$ cat src/pkg/pin_mux_pkg.sv
package pin_mux_pkg;

    // ************************************************
    // register offsets
    // ************************************************
    localparam logic [7:0] ADDR_INDICATOR_CONFIG = 8'h00;
    localparam logic [7:0] ADDR_GPIO_CONFIG = 8'h04;
    localparam logic [7:0] ADDR_GPIO_DATA_DIR = 8'h08;
    localparam logic [7:0] ADDR_STRAP_STATUS = 8'h0C;
    localparam logic [7:0] ADDR_EEE_SOFT_STRAP = 8'h10;

    // ************************************************
    // field positions
    // ************************************************
    localparam int CFG_LED_EN_LSB = 0;
    localparam int CFG_FUNC_LSB = 8;
    localparam int FUNC_W = 3;
    localparam int GPIO_OD_LSB = 0;
    localparam int GPIO_DATA_LSB = 0;
    localparam int GPIO_DIR_LSB = 8;
    localparam int STAT_EEE_BIT = 0;
    localparam int STAT_SIZE_BIT = 1;
    localparam int EEE_EN_LSB = 0;

    // ************************************************
    // reset values
    // ************************************************
    localparam logic [1:0] LED_EN_RST = 2'h0;
    localparam logic [2:0] FUNC_RST = 3'h0;
    localparam logic [1:0] GPIO_OD_RST = 2'h0;
    localparam logic [1:0] GPIO_DATA_RST = 2'h0;
    localparam logic [1:0] GPIO_DIR_RST = 2'h0;

    // function codes that select open-drain/open-source drive
    localparam logic [7:0] FUNC_OPEN_DRAIN_SET = 8'hF0;

    // ************************************************
    // bus encodings
    // ************************************************
    localparam logic [2:0] HSIZE_WORD = 3'h2;
    localparam logic HRESP_OKAY = 1'h0;

endpackage : pin_mux_pkg

$ cat src/rtl/pin_cell.sv
`timescale 1ns/10ps
module pin_cell
    import pin_mux_pkg::*;
(
    input wire logic ref_clk, // system clock
    input wire logic sys_rst, // sync reset, high
    input wire logic ledEnable, // 1 led use, 0 gpio use
    input wire logic ledLit, // led should light
    input wire logic ledOpenDrain, // led open drive style
    input wire logic ledActiveLow, // latched strap level
    input wire logic gpioOpenDrain, // gpio open-drain style
    input wire logic gpioDir, // 1 output
    input wire logic gpioData, // gpio output value
    output logic padOut, // pad output value
    output logic padOe // pad output enable
);

    // ************************************************
    // pad driver selection
    // ************************************************
    // pad stays released in reset so the strap is readable
    always_ff @(posedge ref_clk) begin
        if (sys_rst) begin
            padOut <= 1'h0;
            padOe <= 1'h0;
        end else if (ledEnable) begin
            if (!ledOpenDrain) begin
                padOut <= ledLit;
                padOe <= 1'h1;
            end else begin
                padOut <= !ledActiveLow;
                padOe <= ledLit;
            end
        end else if (!gpioDir) begin
            padOut <= 1'h0;
            padOe <= 1'h0;
        end else if (gpioOpenDrain) begin
            padOut <= 1'h0;
            padOe <= !gpioData;
        end else begin
            padOut <= gpioData;
            padOe <= 1'h1;
        end
    end

    // ************************************************
    // checks
    // ************************************************
    // pad released in gpio input use
    gpio_input_quiet_a: assert property (@(posedge ref_clk) disable iff (sys_rst)
        !ledEnable && !gpioDir |=> !padOe)
        else $error("pad driven while gpio input");

    open_drain_high_a: assert property (@(posedge ref_clk) disable iff (sys_rst)
        !ledEnable && gpioDir && gpioOpenDrain |=> !(padOe && padOut))
        else $error("open-drain gpio drove high");

endmodule : pin_cell

$ cat src/rtl/led_gpio_strap_pin_mux.sv
`timescale 1ns/10ps
// How it works
// - pin three follows led logic when its enable is set, else gpio.
// - pin two follows led logic when its enable is set, else gpio.
// - function field picks push-pull or open-drain/open-source led drive.
// - open led polarity comes from that pin's latched strap.
// - gpio is push-pull out, open-drain out or schmitt input.
// - latched low-power strap is default of both per-port enable bits.
// - eeprom size strap loads a hard setting software cannot change.
// - size strap low means small eeprom, 1K to 16K bits.
// - size strap high means large eeprom, 32K to 512K bits.
// - straps captured at every reset release and held afterwards.
module led_gpio_strap_pin_mux
    import pin_mux_pkg::*;
(
    input wire logic ref_clk, // 40 MHz system clock
    input wire logic sys_rst, // sync reset, high
    input wire logic hsel, // slave select
    input wire logic [31:0] haddr, // byte address
    input wire logic [1:0] htrans, // transfer type
    input wire logic hwrite, // 1 write
    input wire logic [2:0] hsize, // transfer size
    input wire logic [31:0] hwdata, // write data
    input wire logic hready, // bus ready
    output logic hreadyout, // slave ready
    output logic hresp, // always okay
    output logic [31:0] hrdata, // read data
    input wire logic [1:0] ledLit, // led activity, [0] pin two
    input wire logic [1:0] padIn, // pad level, [0] pin two
    output logic [1:0] padOut, // pad output value
    output logic [1:0] padOe, // pad output enable
    output logic [1:0] eeeEnable, // per-port eee enable
    output logic eepromLarge // 1 large eeprom class
);

    // ************************************************
    // bus address phase
    // ************************************************
    logic addrTake;
    logic wrPend_reg;
    logic rdPend_reg;
    logic [7:0] addr_reg;
    logic addrHigh_reg;
    logic wrSizeOk_reg;
    logic wrEn;
    logic [31:0] readWord;

    assign addrTake = hsel && htrans[1] && hready;
    assign wrEn = wrPend_reg && !addrHigh_reg && wrSizeOk_reg;

    // capture address phase; reads get one wait state
    always_ff @(posedge ref_clk) begin
        if (sys_rst) begin
            wrPend_reg <= 1'h0;
            rdPend_reg <= 1'h0;
            addr_reg <= 8'h00;
            addrHigh_reg <= 1'h0;
            wrSizeOk_reg <= 1'h0;
        end else begin
            wrPend_reg <= addrTake && hwrite;
            rdPend_reg <= addrTake && !hwrite;
            if (addrTake) begin
                addr_reg <= haddr[7:0];
                addrHigh_reg <= |haddr[31:8];
                wrSizeOk_reg <= hsize == HSIZE_WORD;
            end
        end
    end

    // ready drops for the cycle after a read is taken
    always_ff @(posedge ref_clk) begin
        if (sys_rst) begin
            hreadyout <= 1'h1;
        end else begin
            hreadyout <= !(addrTake && !hwrite);
        end
    end

    // response is always okay
    always_ff @(posedge ref_clk) begin
        if (sys_rst) begin
            hresp <= HRESP_OKAY;
        end else begin
            hresp <= HRESP_OKAY;
        end
    end

    // ************************************************
    // strap capture
    // ************************************************
    logic capture_reg;
    logic eeeStrap_reg;
    logic sizeStrap_reg;

    always_ff @(posedge ref_clk) begin
        if (sys_rst) begin
            capture_reg <= 1'h1;
        end else begin
            capture_reg <= 1'h0;
        end
    end

    always_ff @(posedge ref_clk) begin
        if (sys_rst) begin
            eeeStrap_reg <= 1'h0;
            sizeStrap_reg <= 1'h0;
        end else if (capture_reg) begin
            eeeStrap_reg <= padIn[1];
            sizeStrap_reg <= padIn[0];
        end
    end

    // hard strap, no bus write path
    always_ff @(posedge ref_clk) begin
        if (sys_rst) begin
            eepromLarge <= 1'h0;
        end else if (capture_reg) begin
            eepromLarge <= padIn[0];
        end
    end

    // soft strap, strap default then software
    always_ff @(posedge ref_clk) begin
        if (sys_rst) begin
            eeeEnable <= 2'h0;
        end else if (capture_reg) begin
            eeeEnable <= {2{padIn[1]}};
        end else if (wrEn && addr_reg == ADDR_EEE_SOFT_STRAP) begin
            eeeEnable <= hwdata[EEE_EN_LSB +: 2];
        end
    end

    // ************************************************
    // configuration registers
    // ************************************************
    logic [1:0] ledEnable_reg;
    logic [FUNC_W-1:0] funcSel_reg;
    logic [1:0] gpioOd_reg;
    logic [1:0] gpioData_reg;
    logic [1:0] gpioDir_reg;
    logic [1:0] padIn_reg;
    logic ledOpen;

    // indicator config: led enables and function field
    always_ff @(posedge ref_clk) begin
        if (sys_rst) begin
            ledEnable_reg <= LED_EN_RST;
            funcSel_reg <= FUNC_RST;
        end else if (wrEn && addr_reg == ADDR_INDICATOR_CONFIG) begin
            ledEnable_reg <= hwdata[CFG_LED_EN_LSB +: 2];
            funcSel_reg <= hwdata[CFG_FUNC_LSB +: FUNC_W];
        end
    end

    // gpio drive style per pin
    always_ff @(posedge ref_clk) begin
        if (sys_rst) begin
            gpioOd_reg <= GPIO_OD_RST;
        end else if (wrEn && addr_reg == ADDR_GPIO_CONFIG) begin
            gpioOd_reg <= hwdata[GPIO_OD_LSB +: 2];
        end
    end

    // gpio data and direction per pin
    always_ff @(posedge ref_clk) begin
        if (sys_rst) begin
            gpioData_reg <= GPIO_DATA_RST;
            gpioDir_reg <= GPIO_DIR_RST;
        end else if (wrEn && addr_reg == ADDR_GPIO_DATA_DIR) begin
            gpioData_reg <= hwdata[GPIO_DATA_LSB +: 2];
            gpioDir_reg <= hwdata[GPIO_DIR_LSB +: 2];
        end
    end

    // pad levels seen by software
    always_ff @(posedge ref_clk) begin
        if (sys_rst) begin
            padIn_reg <= 2'h0;
        end else begin
            padIn_reg <= padIn;
        end
    end

    assign ledOpen = FUNC_OPEN_DRAIN_SET[funcSel_reg];

    // ************************************************
    // read path
    // ************************************************
    // word for the pending read address
    always_comb begin
        readWord = 32'h0000_0000;
        if (!addrHigh_reg) begin
            unique case (addr_reg)
                ADDR_INDICATOR_CONFIG: begin
                    readWord[CFG_LED_EN_LSB +: 2] = ledEnable_reg;
                    readWord[CFG_FUNC_LSB +: FUNC_W] = funcSel_reg;
                end
                ADDR_GPIO_CONFIG: begin
                    readWord[GPIO_OD_LSB +: 2] = gpioOd_reg;
                end
                ADDR_GPIO_DATA_DIR: begin
                    readWord[GPIO_DATA_LSB +: 2] = padIn_reg;
                    readWord[GPIO_DIR_LSB +: 2] = gpioDir_reg;
                end
                ADDR_STRAP_STATUS: begin
                    readWord[STAT_EEE_BIT] = eeeStrap_reg;
                    readWord[STAT_SIZE_BIT] = eepromLarge;
                end
                ADDR_EEE_SOFT_STRAP: begin
                    readWord[EEE_EN_LSB +: 2] = eeeEnable;
                end
                default: begin
                    readWord = 32'h0000_0000;
                end
            endcase
        end
    end

    // read data loaded in the wait cycle
    always_ff @(posedge ref_clk) begin
        if (sys_rst) begin
            hrdata <= 32'h0000_0000;
        end else if (rdPend_reg) begin
            hrdata <= readWord;
        end
    end

    // ************************************************
    // pin cells, [0] pin two, [1] pin three
    // ************************************************
    // pin two led or gpio
    pin_cell pinTwoCell (
        .ref_clk(ref_clk),
        .sys_rst(sys_rst),
        .ledEnable(ledEnable_reg[0]),
        .ledLit(ledLit[0]),
        .ledOpenDrain(ledOpen),
        .ledActiveLow(sizeStrap_reg),
        .gpioOpenDrain(gpioOd_reg[0]),
        .gpioDir(gpioDir_reg[0]),
        .gpioData(gpioData_reg[0]),
        .padOut(padOut[0]),
        .padOe(padOe[0])
    );

    pin_cell pinThreeCell (
        .ref_clk(ref_clk),
        .sys_rst(sys_rst),
        .ledEnable(ledEnable_reg[1]),
        .ledLit(ledLit[1]),
        .ledOpenDrain(ledOpen),
        .ledActiveLow(eeeStrap_reg),
        .gpioOpenDrain(gpioOd_reg[1]),
        .gpioDir(gpioDir_reg[1]),
        .gpioData(gpioData_reg[1]),
        .padOut(padOut[1]),
        .padOe(padOe[1])
    );

    // ************************************************
    // checks
    // ************************************************
    gpio_three_input_a: assert property (@(posedge ref_clk) disable iff (sys_rst)
        !ledEnable_reg[1] && !gpioDir_reg[1] |=> !padOe[1])
        else $error("pin three driven in gpio input use");

    led_two_pushpull_a: assert property (@(posedge ref_clk) disable iff (sys_rst)
        ledEnable_reg[0] && !ledOpen && ledLit[0] |=> padOe[0] && padOut[0])
        else $error("pin two push-pull led not lit");

    led_open_idle_a: assert property (@(posedge ref_clk) disable iff (sys_rst)
        ledEnable_reg[1] && ledOpen && !ledLit[1] |=> !padOe[1])
        else $error("open led driven while dark");

    led_polarity_three_a: assert property (@(posedge ref_clk) disable iff (sys_rst)
        ledEnable_reg[1] && ledOpen && ledLit[1] |=> padOe[1] && (padOut[1] == !eeeStrap_reg))
        else $error("pin three led polarity wrong");

    gpio_two_opendrain_a: assert property (@(posedge ref_clk) disable iff (sys_rst)
        !ledEnable_reg[0] && gpioDir_reg[0] && gpioOd_reg[0] && !gpioData_reg[0]
        |=> padOe[0] && !padOut[0])
        else $error("pin two open-drain low not driven");

    eee_default_a: assert property (@(posedge ref_clk) disable iff (sys_rst)
        !sys_rst && capture_reg |=> eeeEnable == {2{$past(padIn[1])}} && eeeStrap_reg == $past(padIn[1]))
        else $error("eee default not taken from strap");

    hard_strap_fixed_a: assert property (@(posedge ref_clk) disable iff (sys_rst)
        !capture_reg |=> $stable(eepromLarge))
        else $error("eeprom size setting changed");

    size_small_a: assert property (@(posedge ref_clk) disable iff (sys_rst)
        !capture_reg && !sizeStrap_reg |-> !eepromLarge)
        else $error("small strap gave large class");

    size_large_a: assert property (@(posedge ref_clk) disable iff (sys_rst)
        !capture_reg && sizeStrap_reg |-> eepromLarge)
        else $error("large strap gave small class");

    strap_hold_a: assert property (@(posedge ref_clk) disable iff (sys_rst)
        !capture_reg |=> $stable(eeeStrap_reg) && $stable(sizeStrap_reg) && !capture_reg)
        else $error("strap changed after capture");

    led_ignores_gpio_a: assert property (@(posedge ref_clk) disable iff (sys_rst)
        ledEnable_reg[1] && !ledOpen |=> padOe[1] && padOut[1] == $past(ledLit[1]))
        else $error("gpio setting reached led pin");

    read_wait_a: assert property (@(posedge ref_clk) disable iff (sys_rst)
        addrTake && !hwrite |=> !hreadyout ##1 hreadyout && hrdata == $past(readWord))
        else $error("read answer timing wrong");

endmodule : led_gpio_strap_pin_mux

$ cat config.mk
export PLATFORM = sky130hd
export DESIGN_NAME = led_gpio_strap_pin_mux
export DESIGN_NICKNAME = d
export VERILOG_FILES = /design/src/pkg/pin_mux_pkg.sv /design/src/rtl/pin_cell.sv /design/src/rtl/led_gpio_strap_pin_mux.sv
export SDC_FILE = /design/constraint.sdc
export NUM_CORES = 1
export LEC_CHECK = 0
export BUFFER_PORTS_ARGS = -buffer_cell sky130_fd_sc_hd__clkbuf_2
export CAP_MARGIN = 20
export CORE_UTILIZATION = 46
export CTS_CLUSTER_SIZE = 10
export DETAILED_ROUTE_END_ITERATION = 8
export PLACE_DENSITY_LB_ADDON = 0.08
export SLEW_MARGIN = 0
export SYNTH_ARGS = -nofsm -noshare
export SYNTH_HDL_FRONTEND = slang
export SYNTH_SLANG_ARGS = --single-unit
export TNS_END_PERCENT = 5
$ cat constraint.sdc
create_clock -name ref_clk -period 3.85 [get_ports ref_clk]
set_input_delay 0.5775 -clock ref_clk [delete_from_list [all_inputs] [get_ports ref_clk]]
set_output_delay 0.5775 -clock ref_clk [all_outputs]
set_load 0.1 [all_outputs]
=== Yosys cells after proc, flatten, opt, wreduce, memory -nomap -nowiden ===
Memory sizes are Yosys's and may differ from the RTL's. A register that Yosys moved wholly into a read port is not among the register bits.
Cells that the tools add are included.
Widths: inputs -> output; s select.

* Register bits after elaboration: 67
* Bits in read-only memories: 8
* Input bits: 78
* Output and inout bits: 41
* Memories: 1

* Order comparisons: 1
* Equality and inequality tests: 5
* Mux-type cells: 26
* Reduce and logical (&&, ||, !) cells: 20

{| class="wikitable"
|+ Memories
! memory !! depth !! bits a word !! rd ports !! clocked after Yosys merged registers in !! wr ports !! RTL line !! text
|-
| (name not given) || 8 || 1 || 1 || 1 || 0 || led_gpio_strap_pin_mux.sv:184 || <nowiki>assign ledOpen = FUNC_OPEN_DRAIN_SET[funcSel_reg];</nowiki>
|}

{| class="wikitable"
|+ Operator list
! cell !! count
|-
| $reduce_or 24->1 || 1
|-
| $mux 1 || 19
|-
| $eq 8x4->1 const B || 2
|-
| $mux 11 || 1
|-
| $logic_and 1x1->1 || 10
|-
| $pmux 2 s5 || 1
|-
| $eq 8x3->1 const B || 1
|-
| $eq 8x5->1 const B || 1
|-
| $logic_not 8->1 || 1
|-
| $logic_not 1->1 || 7
|-
| $mux 3 || 2
|-
| $lt 3x4->1 const B || 1
|-
| $mux 2 || 2
|-
| $pmux 2 s2 || 1
|-
| $eq 3x2->1 const B || 1
|-
| $reduce_bool 2->1 || 1
|}

=== Logic depth before layout (Yosys ltp) ===
* Word-level depth: 6
* Mapped depth: 5
* Gate-level depth less buffers: 4

=== Cells and area by module ===
From an unflattened synthesis, not the netlist that was laid out.

* Cell total of the unflattened synthesis: 212
* Area, all modules: 1873.0 µm²

{| class="wikitable"
|+ By module, submodules not included
! module !! times used !! cells an instance !! area an instance (µm²)
|-
| led_gpio_strap_pin_mux || 1 || 190 || 1697.9
|-
| pin_cell || 2 || 11 || 87.6
|}

=== Least setup slack after synthesis ===
Ideal clock, no wire load.

* Kind: register -> register
* From: register eeeEnable[0]
* To: register hrdata[0]
* Setup time: 0.074 ns
* Arrival time: 1.604 ns
* Required time: 3.776 ns
* Path slack: 2.172 ns
* Cell stages (with the launch flop): 5
* Buffers on the path: 0
* Cell sequence: dfxtp_1 > mux2i_1 > o32ai_1 > nand4_1 > a31oi_1

* Word-level cells in the longest chain between the ends: 2

{| class="wikitable"
|+ RTL lines
! element !! RTL line !! text
|-
| from (decl) || led_gpio_strap_pin_mux.sv:32 || <nowiki>output logic [1:0] eeeEnable,</nowiki>
|-
| from (signal assigned) || led_gpio_strap_pin_mux.sv:127 || <nowiki>eeeEnable <= {2{padIn[1]}};</nowiki>
|-
| from (signal assigned) || led_gpio_strap_pin_mux.sv:129 || <nowiki>eeeEnable <= hwdata[EEE_EN_LSB +: 2];</nowiki>
|-
| $pmux 2 s5 || led_gpio_strap_pin_mux.sv:193 || <nowiki>unique case (addr_reg)</nowiki>
|-
| $mux 11 || led_gpio_strap_pin_mux.sv:192 || <nowiki>if (!addrHigh_reg) begin</nowiki>
|-
| to (signal assigned) || led_gpio_strap_pin_mux.sv:224 || <nowiki>hrdata <= readWord;</nowiki>
|-
| to (decl) || led_gpio_strap_pin_mux.sv:27 || <nowiki>output logic [31:0] hrdata,</nowiki>
|}

Every way passes these cells.
A chain may end at the register's enable or synchronous reset.

=== Final worst setup path ===
* From: register eepromLarge
* To: output eepromLarge

{| class="wikitable"
|+ RTL lines
! element !! RTL line !! text
|-
| from (decl) || led_gpio_strap_pin_mux.sv:33 || <nowiki>output logic eepromLarge</nowiki>
|-
| from (signal assigned) || led_gpio_strap_pin_mux.sv:118 || <nowiki>eepromLarge <= padIn[0];</nowiki>
|}

No word-level cell between the ends.

==> impl_metrics.tcl <==
set metrics [dict create \
    yosys_warnings 0 \
    clkSlewWorstSetupHoldPaths_ns 0.07 \
    first_global_vias 1300 \
    worstPathRequired_ns 3.27 \
    cts_root_buffer "clkbuf_8" \
    grt_pass1_wl_mm 5.79 \
    wl_per_cell_um 11.3 \
    slew_headroom 0.503 \
    synth.area.top_cells "dfxtp_1, buf_4, mux2i_1" \
    p_per_area_nw_per_um2 405 \
    final_util 0.550 \
    p_leak_nw 1.09 \
    endpoint_kind "output pin" \
    rsz0062_at_grt "false" \
    synth_top_cell_area_share 0.425 \
    port_buffers 62 \
    antenna_left 0 \
    core-area_sq_um 4030 \
    area_growth_syn_to_layout_pct 14.7 \
    h-tree-depth 2 \
    yosys.area.top_type "dfxtp_1" \
    synth_most_common_cell "dfxtp_1" \
    cts_tree "yes" \
    drv_cap 0 \
    routed_via_density 4.87 \
    crit_path_max_fanout 4 \
    holdCritPathClass "reg -> reg" \
    first_iter_violations 90 \
    dieArea_sq_um 4460 \
    worst_pin_slew_ns 0.745 \
    io_pins 119 \
    antenna_found_initial 0 \
    peakVddDrop_uv 208 \
    synth_flop_cell "dfxtp_1" \
    finalMaxSlewViolations 0 \
    synth_seq_cells 41 \
    die_h_um 66.8 \
    drc 0 \
    finalPower_mw 0.898 \
    synth_edf_count 0 \
    worstSkewPairLatency_ns 0.29 \
    cts-buffers-inserted 5 \
    period_minus_slack_ns 1.79 \
    outcome "complete, no violations" \
    cts.sinks 41 \
    synth_cells 215 \
    place_congestion 0.713 \
    grt_max_degree 39 \
    largest_reg_flops 8 \
    hold_viol_final 0 \
    synth_cell_types 33 \
    post_cts_buffers 0 \
    synth_common_cells "dfxtp_1, buf_4, nor2_1" \
    layout.nets 349 \
    critical-path-max-stage-delay_ns 0.49 \
    ys_async_sr_fraction 0 \
    cp-start-kind "register" \
    finalInstanceArea_sq_um 2220 \
    cp_top_family "buffers and inverters" \
    die_x_um 66.8 \
    slowest_stage "clkbuf_2" \
    cp_num_buf_inv 1 \
    cts-hold-fix-buffers 0 \
    syn_area_per_cell_sq_um 8.99 \
    hold_slack_ns 0.463 \
    clock_path_buffers 2 \
    ys_seq_area_frac 0.425 \
    post-route-period-util 0.464 \
    synth_area_sq_um 1930 \
    max_freq_ghz 0.559 \
    setup.worst_path.class "reg -> out" \
    antenna_cells 0 \
    clock_skew_ns 0.00786 \
    start_util 0.480 \
    post_cts_resized 0 \
    drive_gt1_frac 0.268 \
    nFillCells 400 \
    vias 1567 \
    crit_arrival_ns 1.21 \
    wl_mm 3.65 \
    cp_cell_sequence "clkbuf_2" \
    setup_tns_ns 0 \
    rows 23 \
    dpl_cell_area_sq_um 2140 \
    setup_viol 0 \
    dp.final_hpwl_mm 2.73 \
    grt_overflow 0 \
    grt_usage 0.175 \
    firstDrtPassIters 4 \
]
## final cells by class
cell class | count | area, sq um | area share
multi-input combinational | 157 | 927 | 0.418
sequential | 41 | 821 | 0.370
timing repair buffer | 62 | 310 | 0.140
clock buffer | 8 | 80.1 | 0.0361
tap | 50 | 62.6 | 0.0282
inverter | 4 | 15.0 | 0.00678
## power breakdown
| part | switching [mW] | internal, mW | total, mW |
|---|---|---|---|
| registers | 0.00988 | 0.432 | 0.442 |
| logic | 0.162 | 0.0309 | 0.193 |
| clock network | 0.133 | 0.129 | 0.262 |
## metal layers
metal,global-route usage,share of wire
met4,0.0559,0.0066
met3,0.0497,0.061
met5,0,0
met1,0.225,0.47
met2,0.280,0.46
## metrics by stage
step | setup WS [ns] | instances
after floorplan | 2.17 | 242
after global placement | 2.18 | 314
after detailed placement | 2.18 | 314
after CTS | 2.05 | 322
after global routing | 2.02 | 322
final | 2.06 | 322
## final timing paths
path,from,to,slack [ns],cells after the start
setup / recovery,eepromLarge$_SDFFE_PP0P_,eepromLarge,2.06,1
setup reg to reg,addr_reg[0]$_SDFFE_PP0P_,gpioData_reg[0]$_SDFFE_PP0P_,2.17,4
hold / removal,wrSizeOk_reg$_SDFFE_PP0P_,wrSizeOk_reg$_SDFFE_PP0P_,0.46,2
hold reg to reg,wrSizeOk_reg$_SDFFE_PP0P_,wrSizeOk_reg$_SDFFE_PP0P_,0.46,2
## cell families (layout without fill, tap and decap cells)
family          after synthesis  in the layout  synth area share
simple gates                 81             81             0.225
buf+inv                      44             74             0.148
flops                        41             41             0.425
compound gates               25             25            0.0784
mux                          23             23             0.122
other cells                   1             28           0.00194
## cell usage in the layout (no fill, tap or decap), types with 2 or more instances in the layout
cell      instances
clkbuf_2         62
nor2_1           23
inv_1             4
clkbuf_8          5
o21a_1            2
mux2_1            2
a21oi_1          16
nor4_1            6
clkbuf_1          3
a31oi_1           2
nor2b_1           4
mux2i_1          19
nand3_1           4
nand2_1          20
dfxtp_1          41
nor3_1            2
nand4_1           5
mux2_2            2
o32ai_1           2
nand4_2           2
nand2b_1          4
conb_1           28
and3b_1           2
nor3b_1           2
a311oi_1          2
(Power assumes the default switching activity.)
